`config.mk`:
```
export PLATFORM = sky130hd
export DESIGN_NAME = module_carrier_local_control
export DESIGN_NICKNAME = d
export VERILOG_FILES = /design/src/design/pin_sync.v /design/src/design/module_carrier_local_control.v
export VERILOG_INCLUDE_DIRS = /design/src /design/src/design
export SDC_FILE = /design/constraint.sdc
export NUM_CORES = 1
export LEC_CHECK = 0
export BUFFER_PORTS_ARGS = -buffer_cell sky130_fd_sc_hd__buf_2
export CORE_MARGIN = 1
export CORE_UTILIZATION = 49
export CTS_CLUSTER_DIAMETER = 50
export CTS_CLUSTER_SIZE = 20
export DETAILED_ROUTE_END_ITERATION = 8
export GPL_TIMING_DRIVEN = 0
export PLACE_DENSITY = 0.76
export SLEW_MARGIN = 10
export SYNTH_ARGS = -nofsm -noshare
export SYNTH_HDL_FRONTEND = slang
export SYNTH_HIERARCHICAL = 1
export SYNTH_SLANG_ARGS = --single-unit
```
`constraint.sdc`:
```
create_clock -name sys_clk -period 3.4 [get_ports sys_clk]
set_input_delay 0.68 -clock sys_clk [delete_from_list [all_inputs] [get_ports sys_clk]]
set_output_delay 0.68 -clock sys_clk [all_outputs]
set_load 0.05 [all_outputs]
```
`src/design/carrier_map.vh`:
```
`ifndef CARRIER_MAP_VH
`define CARRIER_MAP_VH

// local control register offsets within the board window
`define CARRIER_CONTROL_OFS        12'h500
`define SLOT_INTERRUPT_STATUS_OFS  12'h600
`define CARRIER_STATUS_OFS         12'h700
`define CARRIER_CONTROL_RESET      16'h0000

// carrier_control fields
`define CTL_SLOT_A_CLK_BIT   0
`define CTL_SLOT_D_CLK_BIT   3
`define CTL_ARM_BIT          4
`define CTL_AUTO_ACK_BIT     5
`define CTL_INT_EN_BIT       6
`define CTL_SW_INT_BIT       7
`define CTL_SLOT_E_CLK_BIT   8
`define CTL_SLOT_F_CLK_BIT   9
`define CTL_WRITE_MASK       16'h03ff

// carrier_status fields
`define STS_BUS_ERROR_BIT    6
`define STS_IRQ_COPY_BIT     7

// slot space codes and slot space layout
`define SPACE_IO             2'h0
`define SPACE_ID             2'h1
`define SPACE_INT            2'h2
`define SPACE_MEM            2'h3
`define NUM_SLOTS            6
`define STD_FIRST_SLOT_PAGE  3'h1
`define STD_FIRST_MEM_BLOCK  3'h2
`define RED_FIRST_SLOT_PAGE  4'h9
`define RED_FIRST_MEM_BLOCK  5'h0a
`define RED_MEM_BASE         16'h5000

// bus error timer
`define TIMEOUT_NS           3200
`define SYS_CLK_MHZ          10
// 3.2 us in whole 100 ns cycles, sized for the six-bit timer
`define TIMEOUT_CYCLES       6'h20

`endif

```
`src/design/pin_sync.v`:
```
`timescale 1ns/100ps
module pin_sync
#(
  parameter           WIDTH = 1,
  parameter [WIDTH-1:0] INIT = {WIDTH{1'b1}}
)
(
  input  wire             sys_clk,
  input  wire             rst_n,
  input  wire [WIDTH-1:0] async_in,
  output reg  [WIDTH-1:0] sync_out
);

  reg [WIDTH-1:0] meta;

  // meta feeds only the second stage
  always @(posedge sys_clk)
  begin
    if (!rst_n)
    begin
      meta     <= INIT;
      sync_out <= INIT;
    end
    else
    begin
      meta     <= async_in;
      sync_out <= meta;
    end
  end

endmodule // pin_sync

```
`src/design/module_carrier_local_control.v`:
```
// Notes on behaviour
// RQ1 - each module offers 128 id words, id data in low byte of first 12; ip_addr carries only A1-A6, 64 words
// RQ2 - id data: signature, maker, model, revision, driver, count, crc
// RQ3 - standard map decodes a full 8 MB memory window per slot
// RQ4 - reduced map: 2 KB per slot, slot A at module address zero
// RQ5 - every module interrupt level goes onto the single host interrupt
// RQ6 - slot status shows twelve request bits, each following its source
// RQ7 - interrupt raised when any slot bit set and enable is one
// RQ8 - interrupt space access runs a vector cycle, A1 picks request
// RQ9 - with auto-ack on, reply for module silent 3.2 us or absent
// RQ10 - timer reply only for valid slot addresses, none when disabled
// RQ11 - bus error flag held clear while arm is zero, else sticky on timeout
// RQ12 - software clears arm then sets it again to re-enable the flag
// RQ13 - armed bus error requests interrupt when enabled, else pollable
// RQ14 - with enable zero sources stay pending but request stays off
// RQ15 - software interrupt bit forces a request while enable is one
// RQ16 - per slot clock select: zero slow, one fast, bits 0-3 and 8-9
// RQ17 - bus sequencer paced by the addressed slot's clock each access
// RQ18 - on the slow-only variant clock selects have no effect
// RQ19 - control register word access, read-write, fields 4-7, reset zero
// RQ20 - summary status: bit 7 request copy, bit 6 bus error flag
// RQ21 - timer reply completes the pending host access with ready
// RQ22 - handler reads summary status first, then slot status
// RQ23 - request is OR of slot bits, armed flag, soft bit, gated by enable
`timescale 1ns/100ps
`include "carrier_map.vh"
module module_carrier_local_control
#(
  parameter FAST_CLOCK_FITTED = 1
)
(
  input  wire        sys_clk,
  input  wire        rst_n,
  input  wire        reduced_map_strap,
  input  wire        lb_req,
  input  wire        lb_write,
  input  wire [25:0] lb_addr,
  input  wire [1:0]  lb_be,
  input  wire [15:0] lb_wdata,
  output reg  [15:0] lb_rdata,
  output reg         lb_ready,
  input  wire        slow_clk_in,
  input  wire        fast_clk_in,
  output reg  [5:0]  slot_fast_sel,
  output reg  [5:0]  id_sel_n,
  output reg  [5:0]  io_sel_n,
  output reg  [5:0]  mem_sel_n,
  output reg  [5:0]  int_sel_n,
  output reg         ip_rw_n,
  output reg  [1:0]  ip_bs_n,
  output reg  [22:1] ip_addr,
  output reg  [15:0] ip_data_out,
  output reg         ip_data_oe,
  input  wire [15:0] ip_data_in,
  input  wire [5:0]  ip_ack_n,
  input  wire [5:0]  module_request0_n,
  input  wire [5:0]  module_request1_n,
  output reg         bridge_interrupt_request_n
);

  localparam ST_IDLE = 4'b0001;
  localparam ST_SEL  = 4'b0010;
  localparam ST_WAIT = 4'b0100;
  localparam ST_END  = 4'b1000;
  localparam [5:0] TIMEOUT_CYCLES = `TIMEOUT_CYCLES;

  // returns {hit, local, space[1:0], 1'b0, slot[2:0]}
  function [7:0] decode;
    input [25:0] a;
    input        red;
    reg   [3:0]  page;
    reg   [4:0]  blk;
    reg   [3:0]  s4;
    reg   [4:0]  s5;
    begin
      decode = 8'h00;
      page   = a[15:12];
      blk    = a[15:11];
      s4     = page - `RED_FIRST_SLOT_PAGE;
      s5     = blk - `RED_FIRST_MEM_BLOCK;
      if (a[25:12] == 14'h0000 && a[11:8] >= 4'h5 && a[11:8] <= 4'h7)
        decode = 8'hc0;
      else if (!red)
      begin
        if (a[25:15] == 11'h000 && a[14:12] >= 3'h1 &&
            a[14:12] <= 3'h6 && a[11:10] == 2'h0 && a[9:8] != 2'h3)
          decode = {2'b10, a[9:8], 1'b0,
                    a[14:12] - `STD_FIRST_SLOT_PAGE};
        else if (a[25:24] != 2'h0)
          decode = {2'b10, `SPACE_MEM, 1'b0,
                    a[25:23] - `STD_FIRST_MEM_BLOCK}; // RQ3
      end
      else if (a[25:16] == 10'h000)
      begin
        if (page >= 4'h9 && page <= 4'he &&
            a[11:10] == 2'h0 && a[9:8] != 2'h3)
          decode = {2'b10, a[9:8], 1'b0, s4[2:0]};
        else if (blk >= 5'h0a && blk <= 5'h0f)
          decode = {2'b10, `SPACE_MEM, 1'b0, s5[2:0]}; // RQ4
      end
    end
  endfunction

  reg  [3:0]  state;
  reg         map_reduced;
  reg  [15:0] ctl;
  reg  [11:0] slot_pending;
  reg         bus_error;
  reg         irq_level;
  reg  [2:0]  cur_slot;
  reg         cur_fast;
  reg  [5:0]  timer;
  reg         timer_ack;
  reg         slow_prev;
  reg         fast_prev;
  reg  [15:0] wdata_hold;
  reg  [1:0]  space_hold;
  reg         write_hold;
  wire [19:0] synced;
  wire [5:0]  ack_n_s;
  wire [5:0]  req0_n_s;
  wire [5:0]  req1_n_s;
  wire        slow_s;
  wire        fast_s;
  wire [7:0]  dec;
  wire [9:0]  fast_bits;
  wire [15:0] red_ofs;
  wire        pace;
  wire        take;
  wire        ack_seen;
  wire        timed_out;
  wire        ctl_write;
  wire [15:0] status_word;
  wire [11:0] next_pending;
  wire        next_bus_error;
  wire        next_irq;
  wire [5:0]  slot_onehot;

  pin_sync #(
    .WIDTH (20),
    .INIT  (20'hfffff)
  ) u_pin_sync (
    .sys_clk  (sys_clk),
    .rst_n    (rst_n),
    .async_in ({fast_clk_in, slow_clk_in, module_request1_n,
                module_request0_n, ip_ack_n}),
    .sync_out (synced)
  );

  assign ack_n_s  = synced[5:0];
  assign req0_n_s = synced[11:6];
  assign req1_n_s = synced[17:12];
  assign slow_s   = synced[18];
  assign fast_s   = synced[19];

  // map size is a board option caught as reset is held
  always @(posedge sys_clk)
  begin
    if (!rst_n)
      map_reduced <= reduced_map_strap;
  end

  assign dec     = decode(lb_addr, map_reduced);
  assign red_ofs = lb_addr[15:0] - `RED_MEM_BASE;
  assign take    = (state == ST_IDLE) && lb_req && !lb_ready;

  // slow-only boards ignore the select bits but still read them back
  assign fast_bits = ctl[`CTL_SLOT_F_CLK_BIT:0];

  // clock edges are found by sampling; the select and end states only step on them
  always @(posedge sys_clk)
  begin
    if (!rst_n)
    begin
      slow_prev <= 1'b1;
      fast_prev <= 1'b1;
    end
    else
    begin
      slow_prev <= slow_s;
      fast_prev <= fast_s;
    end
  end

  assign pace = cur_fast ? (fast_s && !fast_prev)
                         : (slow_s && !slow_prev); // RQ17

  assign slot_onehot = 6'h01 << cur_slot;
  assign ack_seen    = ((~ack_n_s) & slot_onehot) != 6'h00;
  assign timed_out   = ctl[`CTL_AUTO_ACK_BIT] &&
                       (timer >= TIMEOUT_CYCLES); // RQ9 RQ10

  assign ctl_write = take && lb_write && dec[6] &&
                     lb_addr[11:8] == `CARRIER_CONTROL_OFS >> 8;

  // module bus cycle sequencer
  always @(posedge sys_clk)
  begin
    if (!rst_n)
    begin
      state       <= ST_IDLE;
      cur_slot    <= 3'h0;
      cur_fast    <= 1'b0;
      timer       <= 6'h00;
      timer_ack   <= 1'b0;
      lb_ready    <= 1'b0;
      lb_rdata    <= 16'h0000;
      id_sel_n    <= 6'h3f;
      io_sel_n    <= 6'h3f;
      mem_sel_n   <= 6'h3f;
      int_sel_n   <= 6'h3f;
      ip_rw_n     <= 1'b1;
      ip_bs_n     <= 2'h3;
      ip_addr     <= 22'h000000;
      ip_data_out <= 16'h0000;
      ip_data_oe  <= 1'b0;
      wdata_hold  <= 16'h0000;
      space_hold  <= `SPACE_IO;
      write_hold  <= 1'b0;
    end
    else
    begin
      lb_ready  <= 1'b0;
      timer_ack <= 1'b0;
      case (state)
        ST_IDLE:
        begin
          if (take && dec[7] && dec[6])
          begin
            lb_ready <= 1'b1;
            lb_rdata <= (lb_addr[9:8] == 2'h1) ? ctl :
                        (lb_addr[9:8] == 2'h2) ?
                        {4'h0, slot_pending} : status_word;
          end
          else if (take && dec[7])
          begin
            state      <= ST_SEL;
            cur_slot   <= dec[2:0];
            cur_fast   <= (FAST_CLOCK_FITTED != 0) &&
                          (dec[2:0] < 3'h4 ? fast_bits[dec[2:0]]
                           : fast_bits[{1'b0, dec[2:0]} + 4'h4]); // RQ18
            space_hold <= dec[5:4];
            write_hold <= lb_write;
            wdata_hold <= lb_wdata;
            ip_bs_n    <= ~lb_be;
            if (dec[5:4] == `SPACE_MEM)
              ip_addr <= map_reduced ? {8'h00, red_ofs[14:1]}
                                     : lb_addr[22:1]; // RQ3 RQ4
            else
              ip_addr <= {16'h0000, lb_addr[6:1]}; // RQ8
          end
          else if (take)
          begin
            // unmapped offsets answer at once with zero, never hang
            lb_ready <= 1'b1;
            lb_rdata <= 16'h0000;
          end
        end
        ST_SEL:
        begin
          if (pace)
          begin
            state       <= ST_WAIT;
            timer       <= 6'h00;
            ip_rw_n     <= !write_hold;
            ip_data_out <= wdata_hold;
            ip_data_oe  <= write_hold;
            case (space_hold)
              `SPACE_IO:  io_sel_n  <= ~slot_onehot;
              `SPACE_ID:  id_sel_n  <= ~slot_onehot;
              `SPACE_INT: int_sel_n <= ~slot_onehot; // RQ8
              default:    mem_sel_n <= ~slot_onehot;
            endcase
          end
        end
        ST_WAIT:
        begin
          if (timer != 6'h3f)
            timer <= timer + 6'h01;
          if (ack_seen || timed_out)
          begin
            state     <= ST_END;
            timer_ack <= !ack_seen && timed_out; // RQ9
            lb_rdata  <= ack_seen ? ip_data_in : 16'hffff;
          end
        end
        ST_END:
        begin
          if (pace)
          begin
            state      <= ST_IDLE;
            lb_ready   <= 1'b1; // RQ21
            id_sel_n   <= 6'h3f;
            io_sel_n   <= 6'h3f;
            mem_sel_n  <= 6'h3f;
            int_sel_n  <= 6'h3f;
            ip_rw_n    <= 1'b1;
            ip_bs_n    <= 2'h3;
            ip_data_oe <= 1'b0;
          end
        end
        default:
          state <= ST_IDLE;
      endcase
    end
  end

  // control register
  always @(posedge sys_clk)
  begin
    if (!rst_n)
      ctl <= `CARRIER_CONTROL_RESET; // RQ19
    else if (ctl_write)
      ctl <= lb_wdata & `CTL_WRITE_MASK; // RQ19 RQ16
  end

  always @(posedge sys_clk)
  begin
    if (!rst_n)
      slot_fast_sel <= 6'h00;
    else if (FAST_CLOCK_FITTED != 0)
      slot_fast_sel <= {ctl[`CTL_SLOT_F_CLK_BIT:`CTL_SLOT_E_CLK_BIT],
                        ctl[`CTL_SLOT_D_CLK_BIT:`CTL_SLOT_A_CLK_BIT]};
    else
      slot_fast_sel <= 6'h00; // RQ18
  end

  // pending bits interleave request 0 and 1 per slot, A low
  genvar g;
  generate
    for (g = 0; g < `NUM_SLOTS; g = g + 1)
    begin : g_pend
      assign next_pending[2*g]   = !req0_n_s[g]; // RQ6
      assign next_pending[2*g+1] = !req1_n_s[g]; // RQ6
    end
  endgenerate

  // arm low holds the flag clear; an arm write cannot meet a timeout
  // because the bus has only one access outstanding
  assign next_bus_error = ctl[`CTL_ARM_BIT] &&
                          (bus_error || timer_ack); // RQ11 RQ12

  assign next_irq = ctl[`CTL_INT_EN_BIT] &&
                    ((|slot_pending) ||
                     bus_error ||
                     ctl[`CTL_SW_INT_BIT]); // RQ5 RQ7 RQ13 RQ14 RQ15 RQ23

  assign status_word = {8'h00, irq_level, bus_error, 6'h00}; // RQ20

  always @(posedge sys_clk)
  begin
    if (!rst_n)
    begin
      slot_pending               <= 12'h000;
      bus_error                  <= 1'b0;
      irq_level                  <= 1'b0;
      bridge_interrupt_request_n <= 1'b1;
    end
    else
    begin
      slot_pending               <= next_pending; // RQ6
      bus_error                  <= next_bus_error; // RQ11
      irq_level                  <= next_irq; // RQ7
      bridge_interrupt_request_n <= !next_irq; // RQ5 RQ14
    end
  end

endmodule // module_carrier_local_control

```
==> results.json, run 1 <==
{
  "gp_congestion": 0.8979,
  "power.share.clock_pct": 38.2,
  "final_common_cell": "dfxtp_1",
  "power_uw": 5232,
  "worstPathCellList": "buf_2 > inv_1 > ha_1 > or3b_1 > and4_4 > o221ai_2 > a2111oi_4 > a211oi_2 > buf_4 > o221ai_1 > a21oi_1",
  "drv_slew": 0,
  "setup_violations": 0,
  "path_class": "in2reg",
  "slowest_stage": "a211oi_2",
  "switching_share_pct": 30.20,
  "cp.arrival_ps": 3540,
  "nets": 1104,
  "worstReg2RegStart": "cur_slot[1]$_SDFFE_PN0P_",
  "io_buffer_count": 170,
  "synth_cell_types": 74,
  "initial_core_util_pct": 50.46,
  "endpoint_kind": "flip-flop",
  "p_int_uw": 3652,
  "synthArstFlopShare_pct": 0,
  "final.setup_skew_ps": 7.029,
  "routed_wl_mm": 19.25,
  "finish.utilization_pct": 61.94,
  "cts_max_path_buffers": 2,
  "slew_headroom_pct": 43.89,
  "synth_area_um2": 7390,
  "violations": "DRC",
  "area_delta_synth_final_pct": 22.76,
  "drt_first_pass_iters": 7,
  "cts_tree": "built",
  "vias": 6457,
  "placementRows": 44,
  "drtIter0Drc": 500,
  "grt_max_degree": 20,
  "groute.usage.overall_pct": 25.20,
  "syn_inst": 823,
  "die_area_um2": 15580,
  "ant_nets": 0,
  "ys_ff_latch": 191,
  "crit_path_max_incr_delay_ps": 520,
  "drv_cap": 0,
  "crit_start": "lb_addr[12]",
  "drive_gt1_share_pct": 23.12,
  "synth_nets": 915,
  "cts.clk_slew.worst_paths_ps": 70,
  "wl_per_cell_um": 15.92,
  "vdd_drop_max_v": 0.0003809,
  "status": "finished, violations left",
  "cp_num_buf_inv": 3,
  "hold_violations": 0,
  "combPwrFrac_pct": 15.7,
  "numClockSinks": 191,
  "synth_ff_type": "dfxtp_1",
  "rsz0062_at_grt": "false",
  "seqPwrFrac_pct": 46.2,
  "layout_common_cells": "190 x dfxtp_1, 180 x buf_2, 160 x nand2_1",
  "cts_hold_buf": 0,
  "fin_crit_sh_pct": 93.54,
  "crit_end": "lb_rdata[11]$_SDFFE_PN0P_",
  "fmax_ghz": 0.3144,
  "dpl_cell_area_um2": 8471,
  "via_per_inst": 5.341,
  "fin_area_um2": 9071,
  "cp_top_family": "compound AO/OA/AOI/OAI gates",
  "synth_edf_count": 1,
  "r2r_cells": 8,
  "period_minus_slack_ps": 3180,
  "root_buffer": "clkbuf_16",
  "yosysWarnings": 6,
  "path_depth": 11,
  "synth_area_per_cell_um2": 8.979,
  "first_global_vias": 5892,
  "h-tree-depth": 4,
  "tightest_slew_ps": 841.6,
  "r2r_slack_ps": 430,
  "core_um2": 14640,
  "clk_latency_ps": 440,
  "worstSetupStartpointType": "primary input",
  "die-height_um": 124.8,
  "powerDensity_nw_per_um2": 576.8,
  "ios": 175,
  "leakage_uw": 0.003636,
  "switchingPower_uw": 1580,
  "dp_hpwl_mm": 14.18,
  "r2r_end": "lb_rdata[11]$_SDFFE_PN0P_",
  "crit_path_max_fanout": 10,
  "grt_overflow": 0,
  "grt_pass1_wl_mm": 30.61,
  "cts_setup_buffers": 0,
  "n_antenna_cell": 0,
  "die_w_um": 124.8,
  "fill_cells": 1308,
  "cts_buffers": 17,
  "cp.required_ps": 3760,
  "grt_antenna_before_repair": 0,
  "drc": 26,
  "ys_seq_area_share_pct": 51.88,
  "hold_class": "reg2reg"
}
[synth_stat cells, types with 3 or more instances]
| library cell | number | share of area, % |
|---|---|---|
| mux2i_1 | 38 | 5.1 |
| o21ai_0 | 20 | 1.4 |
| xor2_1 | 4 | 0.47 |
| ha_1 | 7 | 1.2 |
| nand2b_1 | 49 | 4.1 |
| nand3_1 | 27 | 1.8 |
| or2_2 | 3 | 0.25 |
| nand2_1 | 160 | 8.1 |
| and2_1 | 8 | 0.68 |
| nor2_1 | 55 | 2.8 |
| nor2b_1 | 6 | 0.51 |
| nand4_1 | 3 | 0.25 |
| a22oi_1 | 10 | 1.0 |
| and3_1 | 7 | 0.59 |
| dfxtp_1 | 190 | 51 |
| nor3_1 | 4 | 0.27 |
| nand3b_1 | 4 | 0.41 |
| buf_4 | 3 | 0.30 |
| a21oi_1 | 82 | 5.6 |
| xnor2_1 | 4 | 0.47 |
| o211ai_1 | 13 | 1.3 |
| nor4_1 | 3 | 0.25 |
| inv_1 | 12 | 0.61 |
| buf_2 | 10 | 0.68 |
| o21ai_1 | 4 | 0.27 |
| a211oi_1 | 6 | 0.61 |
| clkbuf_1 | 31 | 1.6 |
| buf_1 | 4 | 0.20 |
[what timing repair did]
action                                  in CTS  in global routing
endpoints found under the setup margin       1                  6
hold endpoints to repair                     0                  0
pin swaps                                    0                  0
resized for setup                            1                  4
[power groups by stage]
stage | sequential [uW] | combinational [uW] | clock [uW]
finish | 2410 | 821 | 2000
global route | 2430 | 887 | 2120
CTS | 2410 | 814 | 2010
detailed placement | 2460 | 811 | 0
global placement | 2460 | 799 | 0
floorplan | 2560 | 453 | 0
[state kept, by name (all words and copies together) (netlist names), 2 cells and up]
name and cells:
timer 6, wdata_hold 16, slot_fast_sel 6, u_pin_sync/sync_out 20, space_hold 2, lb_rdata 16, ip_addr 22, ip_data_out 16
ctl 10, cur_slot 3, ip_bs_n 2, int_sel_n 6, id_sel_n 6, u_pin_sync/meta 20, io_sel_n 6, state 4
mem_sel_n 6, slot_pending 12
[kinds of logic (layout without fill, tap and decap cells)]
logic type / count (synthesis) / count (layout) / share of synthesized area [%]
AO/OA/AOI/OAI: 169 / 169 / 14.58
multiplexers: 39 / 39 / 5.300
flip-flops: 191 / 191 / 51.88
AND/OR/NAND/NOR: 349 / 349 / 22.74
XOR/XNOR: 8 / 8 / 0.9481
adder cells (fa/ha/maj): 7 / 7 / 1.185
buffers and inverters: 60 / 262 / 3.369
[how the worst min path moves through the flow]
stage / startpoint / to / slack (ps) / cells past startpoint
floorplan: u_pin_sync/sync_out[6]$_SDFF_PN1_ / slot_pending[0]$_SDFF_PN0_ / 360 / 1
global placement: u_pin_sync/sync_out[17]$_SDFF_PN1_ / slot_pending[11]$_SDFF_PN0_ / 370 / 1
detailed placement: u_pin_sync/sync_out[6]$_SDFF_PN1_ / slot_pending[0]$_SDFF_PN0_ / 370 / 1
CTS: u_pin_sync/sync_out[6]$_SDFF_PN1_ / slot_pending[0]$_SDFF_PN0_ / 380 / 1
global route: u_pin_sync/sync_out[11]$_SDFF_PN1_ / slot_pending[10]$_SDFF_PN0_ / 400 / 1
finish: u_pin_sync/sync_out[6]$_SDFF_PN1_ / slot_pending[0]$_SDFF_PN0_ / 380 / 1
[worst register-to-register path, cell delays in order, from the launching register on]
cell,delay [ps]
dfxtp_1,510
mux2_1,380
o22a_1,200
o22a_1,340
and3_1,330
a211oi_2,550
buf_4,290
o221ai_1,130
a21oi_1,170
[through the flow]
step	setup WS [ps]	instances	TNS [ps]	hold slack, ps
2_1_floorplan	508.8	823	0	362.7
3_3_place_gp	-336.0	1177	-8525	366.1
3_5_place_dp	-381.9	1177	-10020	368.7
4_1_cts	201.8	1209	0	378.6
5_1_grt	56.83	1209	0	404.1
6_report	219.5	1209	0	378.5
[layer usage]
metal  routed length (um)  up-vias  GRT usage [%]
met3                 1272       37          4.940
met1                 8535     2946          33.13
li1                     -     3211              -
met5                    0        -              0
met4                  508        0          10.09
met2                 8931      263          40.61
[layout make-up]
| cell class | instances | area [um^2] | area share (%) |
|---|---|---|---|
| repair buffers | 170 | 850.8 | 9.379 |
| well taps | 184 | 230.2 | 2.538 |
| multi-input cells | 572 | 3307 | 36.46 |
| plain buffers | 48 | 207.7 | 2.290 |
| clock inverters | 15 | 171.4 | 1.890 |
| flip-flops and latches | 191 | 3834 | 42.26 |
| clock buffers | 17 | 425.4 | 4.690 |
| inverters | 12 | 45.04 | 0.4966 |
Power figures use the tool's default switching activity.
==> inputs of run 2 (changes only) <==
- CORE_ASPECT_RATIO: not set -> 2
- CTS_BUF_LIST: not set -> sky130_fd_sc_hd__clkbuf_16
==> run 2 against run 1 <==
  * The run now ends clean
  * Combinational power increased by 2%
  * Sequential share of layout area about the same
  * Flip-flop and latch count stayed put
  * Via count grew 1.8%
  * Critical endpoint is now wdata_hold[9]$_SDFFE_PN0P_
  * Largest cell class unchanged
  * Largest power group unchanged
==> results.json, run 2 (synthesis gave the netlist of run 1 again) <==
{
  "layout.cells.non_filler": 1220,
  "crit_path_max_fanout": 10,
  "ant_nets": 0,
  "crit_path_max_incr_delay_ps": 480,
  "numClockSinks": 191,
  "period_minus_slack_ps": 3247,
  "multiInputGateArea_um2": 3314,
  "hold_ws_ps": 376.3,
  "path_class": "in2reg",
  "ios": 175,
  "dp.cells": 1188,
  "tns_ps": 0,
  "die-height_um": 175.7,
  "fill_cells": 1344,
  "seqPwrFrac_pct": 46.5,
  "cts_tree": "built",
  "fmax_ghz": 0.3080,
  "worstSetupStartpointType": "primary input",
  "setup_violations": 0,
  "largest_register_ffs": 22,
  "core_um2": 14740,
  "rsz0062_at_grt": "false",
  "dp_hpwl_mm": 15.38,
  "tightest_slew_ps": 897.9,
  "die_w_um": 88.84,
  "vias": 6570,
  "worstReg2RegStart": "state[0]$_SDFFE_PN1P_",
  "switching_share_pct": 30.07,
  "fin_crit_sh_pct": 95.49,
  "grt_max_degree": 19,
  "initial_core_util_pct": 50.13,
  "cts_hold_buf": 0,
  "layout_common_cells": "190 x dfxtp_1, 180 x buf_2, 160 x nand2_1",
  "nets": 1104,
  "vdd_drop_max_v": 0.0004209,
  "final_common_cell": "dfxtp_1",
  "groute.usage.overall_pct": 27.07,
  "drv_cap": 0,
  "crit_start": "lb_addr[12]",
  "h-tree-depth": 4,
  "final.setup_skew_ps": 9.195,
  "worstHoldStart": "u_pin_sync/sync_out[15]$_SDFF_PN1_",
  "largest_register": "ip_addr",
  "die_area_um2": 15610,
  "n_antenna_cell": 0,
  "switchingPower_uw": 1565,
  "regArea_um2": 3834,
  "hold_class": "reg2reg",
  "via_per_inst": 5.385,
  "cts.clk_slew.worst_paths_ps": 80,
  "slew_headroom_pct": 40.14,
  "first_global_vias": 6520,
  "grt_overflow": 0,
  "status": "complete, no violations",
  "drive_gt1_share_pct": 22.93,
  "p_int_uw": 3639,
  "drt_first_pass_iters": 5,
  "area_delta_synth_final_pct": 22.72,
  "endpoint_kind": "flip-flop",
  "drv_slew": 0,
  "leakage_uw": 0.003633,
  "io_buffer_count": 170,
  "placementRows": 63,
  "cts_max_path_buffers": 2,
  "routed_wl_mm": 20.23,
  "power.share.clock_pct": 37.4,
  "gp_congestion": 0.9368,
  "slowest_stage": "buf_1",
  "dpl_cell_area_um2": 8484,
  "cp.arrival_ps": 3600,
  "powerDensity_nw_per_um2": 573.9,
  "clk_latency_ps": 430,
  "cp.required_ps": 3760,
  "cts_buffers": 17,
  "worstPathCellList": "buf_2 > inv_1 > ha_1 > or3b_1 > and4_4 > o221ai_2 > a2111o_1 > clkbuf_1 > buf_1 > nand2_1 > a21oi_1",
  "cts_setup_buffers": 0,
  "fin_area_um2": 9069,
  "grt_antenna_before_repair": 0,
  "wl_per_cell_um": 16.58,
  "combPwrFrac_pct": 16.1,
  "drtIter0Drc": 337,
  "root_buffer": "clkbuf_16",
  "hold_violations": 0,
  "grt_pass1_wl_mm": 31.77,
  "drc": 0,
  "reg.largest.list": "ip_addr: 22 flops, u_pin_sync/meta: 20 flops, u_pin_sync/sync_out: 20 flops"
}
[run 2: changes by cell type in the layout (fill, tap and decap cells not counted), sizes merged]
cell / delta
buf: +1
clkinvlp: -1
inv: +1
clkbuf: -1
[run 2: what timing repair did]
action                     4_1_cts  5_1_grt
gates resized for setup          0        6
hold endpoints to repair         0        0
setup endpoints to repair        0       10
[run 2: cell type report]
cell class	instances	area share (%)
multi-input cells	572	36.55
plain buffers	48	2.276
flip-flops and latches	191	42.27
clock inverters	15	1.642
repair buffers	170	9.382
inverters	12	0.4967
clock buffers	17	4.691
well taps	195	2.690
[run 2: worst max-delay path: cells and delay by family]
| kind | cells | cell delay [ps] |
|---|---|---|
| fa+ha+maj | 1 | 300 |
| compound gates | 3 | 660 |
| buf+inv | 4 | 1180 |
| simple gates | 3 | 770 |
[run 2: through the flow]
step	power (uW)	setup slack [ps]	utilization (%)
final	5205	153.4	61.52
after global routing	5418	14.28	61.52
after CTS	5221	131.5	61.45
after detailed placement	3287	-313.7	57.56
after global placement	3274	-245.0	57.56
after floorplan	3011	508.8	-
[run 2: per-layer routing]
metal	wire (um)	vias up	GRT usage, %	part of all wire, %
li1	-	3201	-	-
met1	7330	3076	26.65	36
met2	11090	230	50.51	55
met3	857	63	5.639	4.2
met4	943	0	14.72	4.7
met5	0	-	0	0
[run 2: power by group through the flow]
stage / clock (uW) / combinational, uW / sequential, uW
2_1_floorplan: 0 / 453 / 2560
4_1_cts: 1980 / 829 / 2420
3_3_place_gp: 0 / 811 / 2460
3_5_place_dp: 0 / 821 / 2470
6_report: 1950 / 840 / 2420
5_1_grt: 2080 / 913 / 2430
[run 2: final timing paths]
check / end / slack, ps / cells past startpoint
max reg2reg: write_hold$_SDFFE_PN0P_ / 410 / 9
min: slot_pending[7]$_SDFF_PN0_ / 380 / 1
max: wdata_hold[9]$_SDFFE_PN0P_ / 150 / 11
min reg2reg: slot_pending[7]$_SDFF_PN0_ / 380 / 1
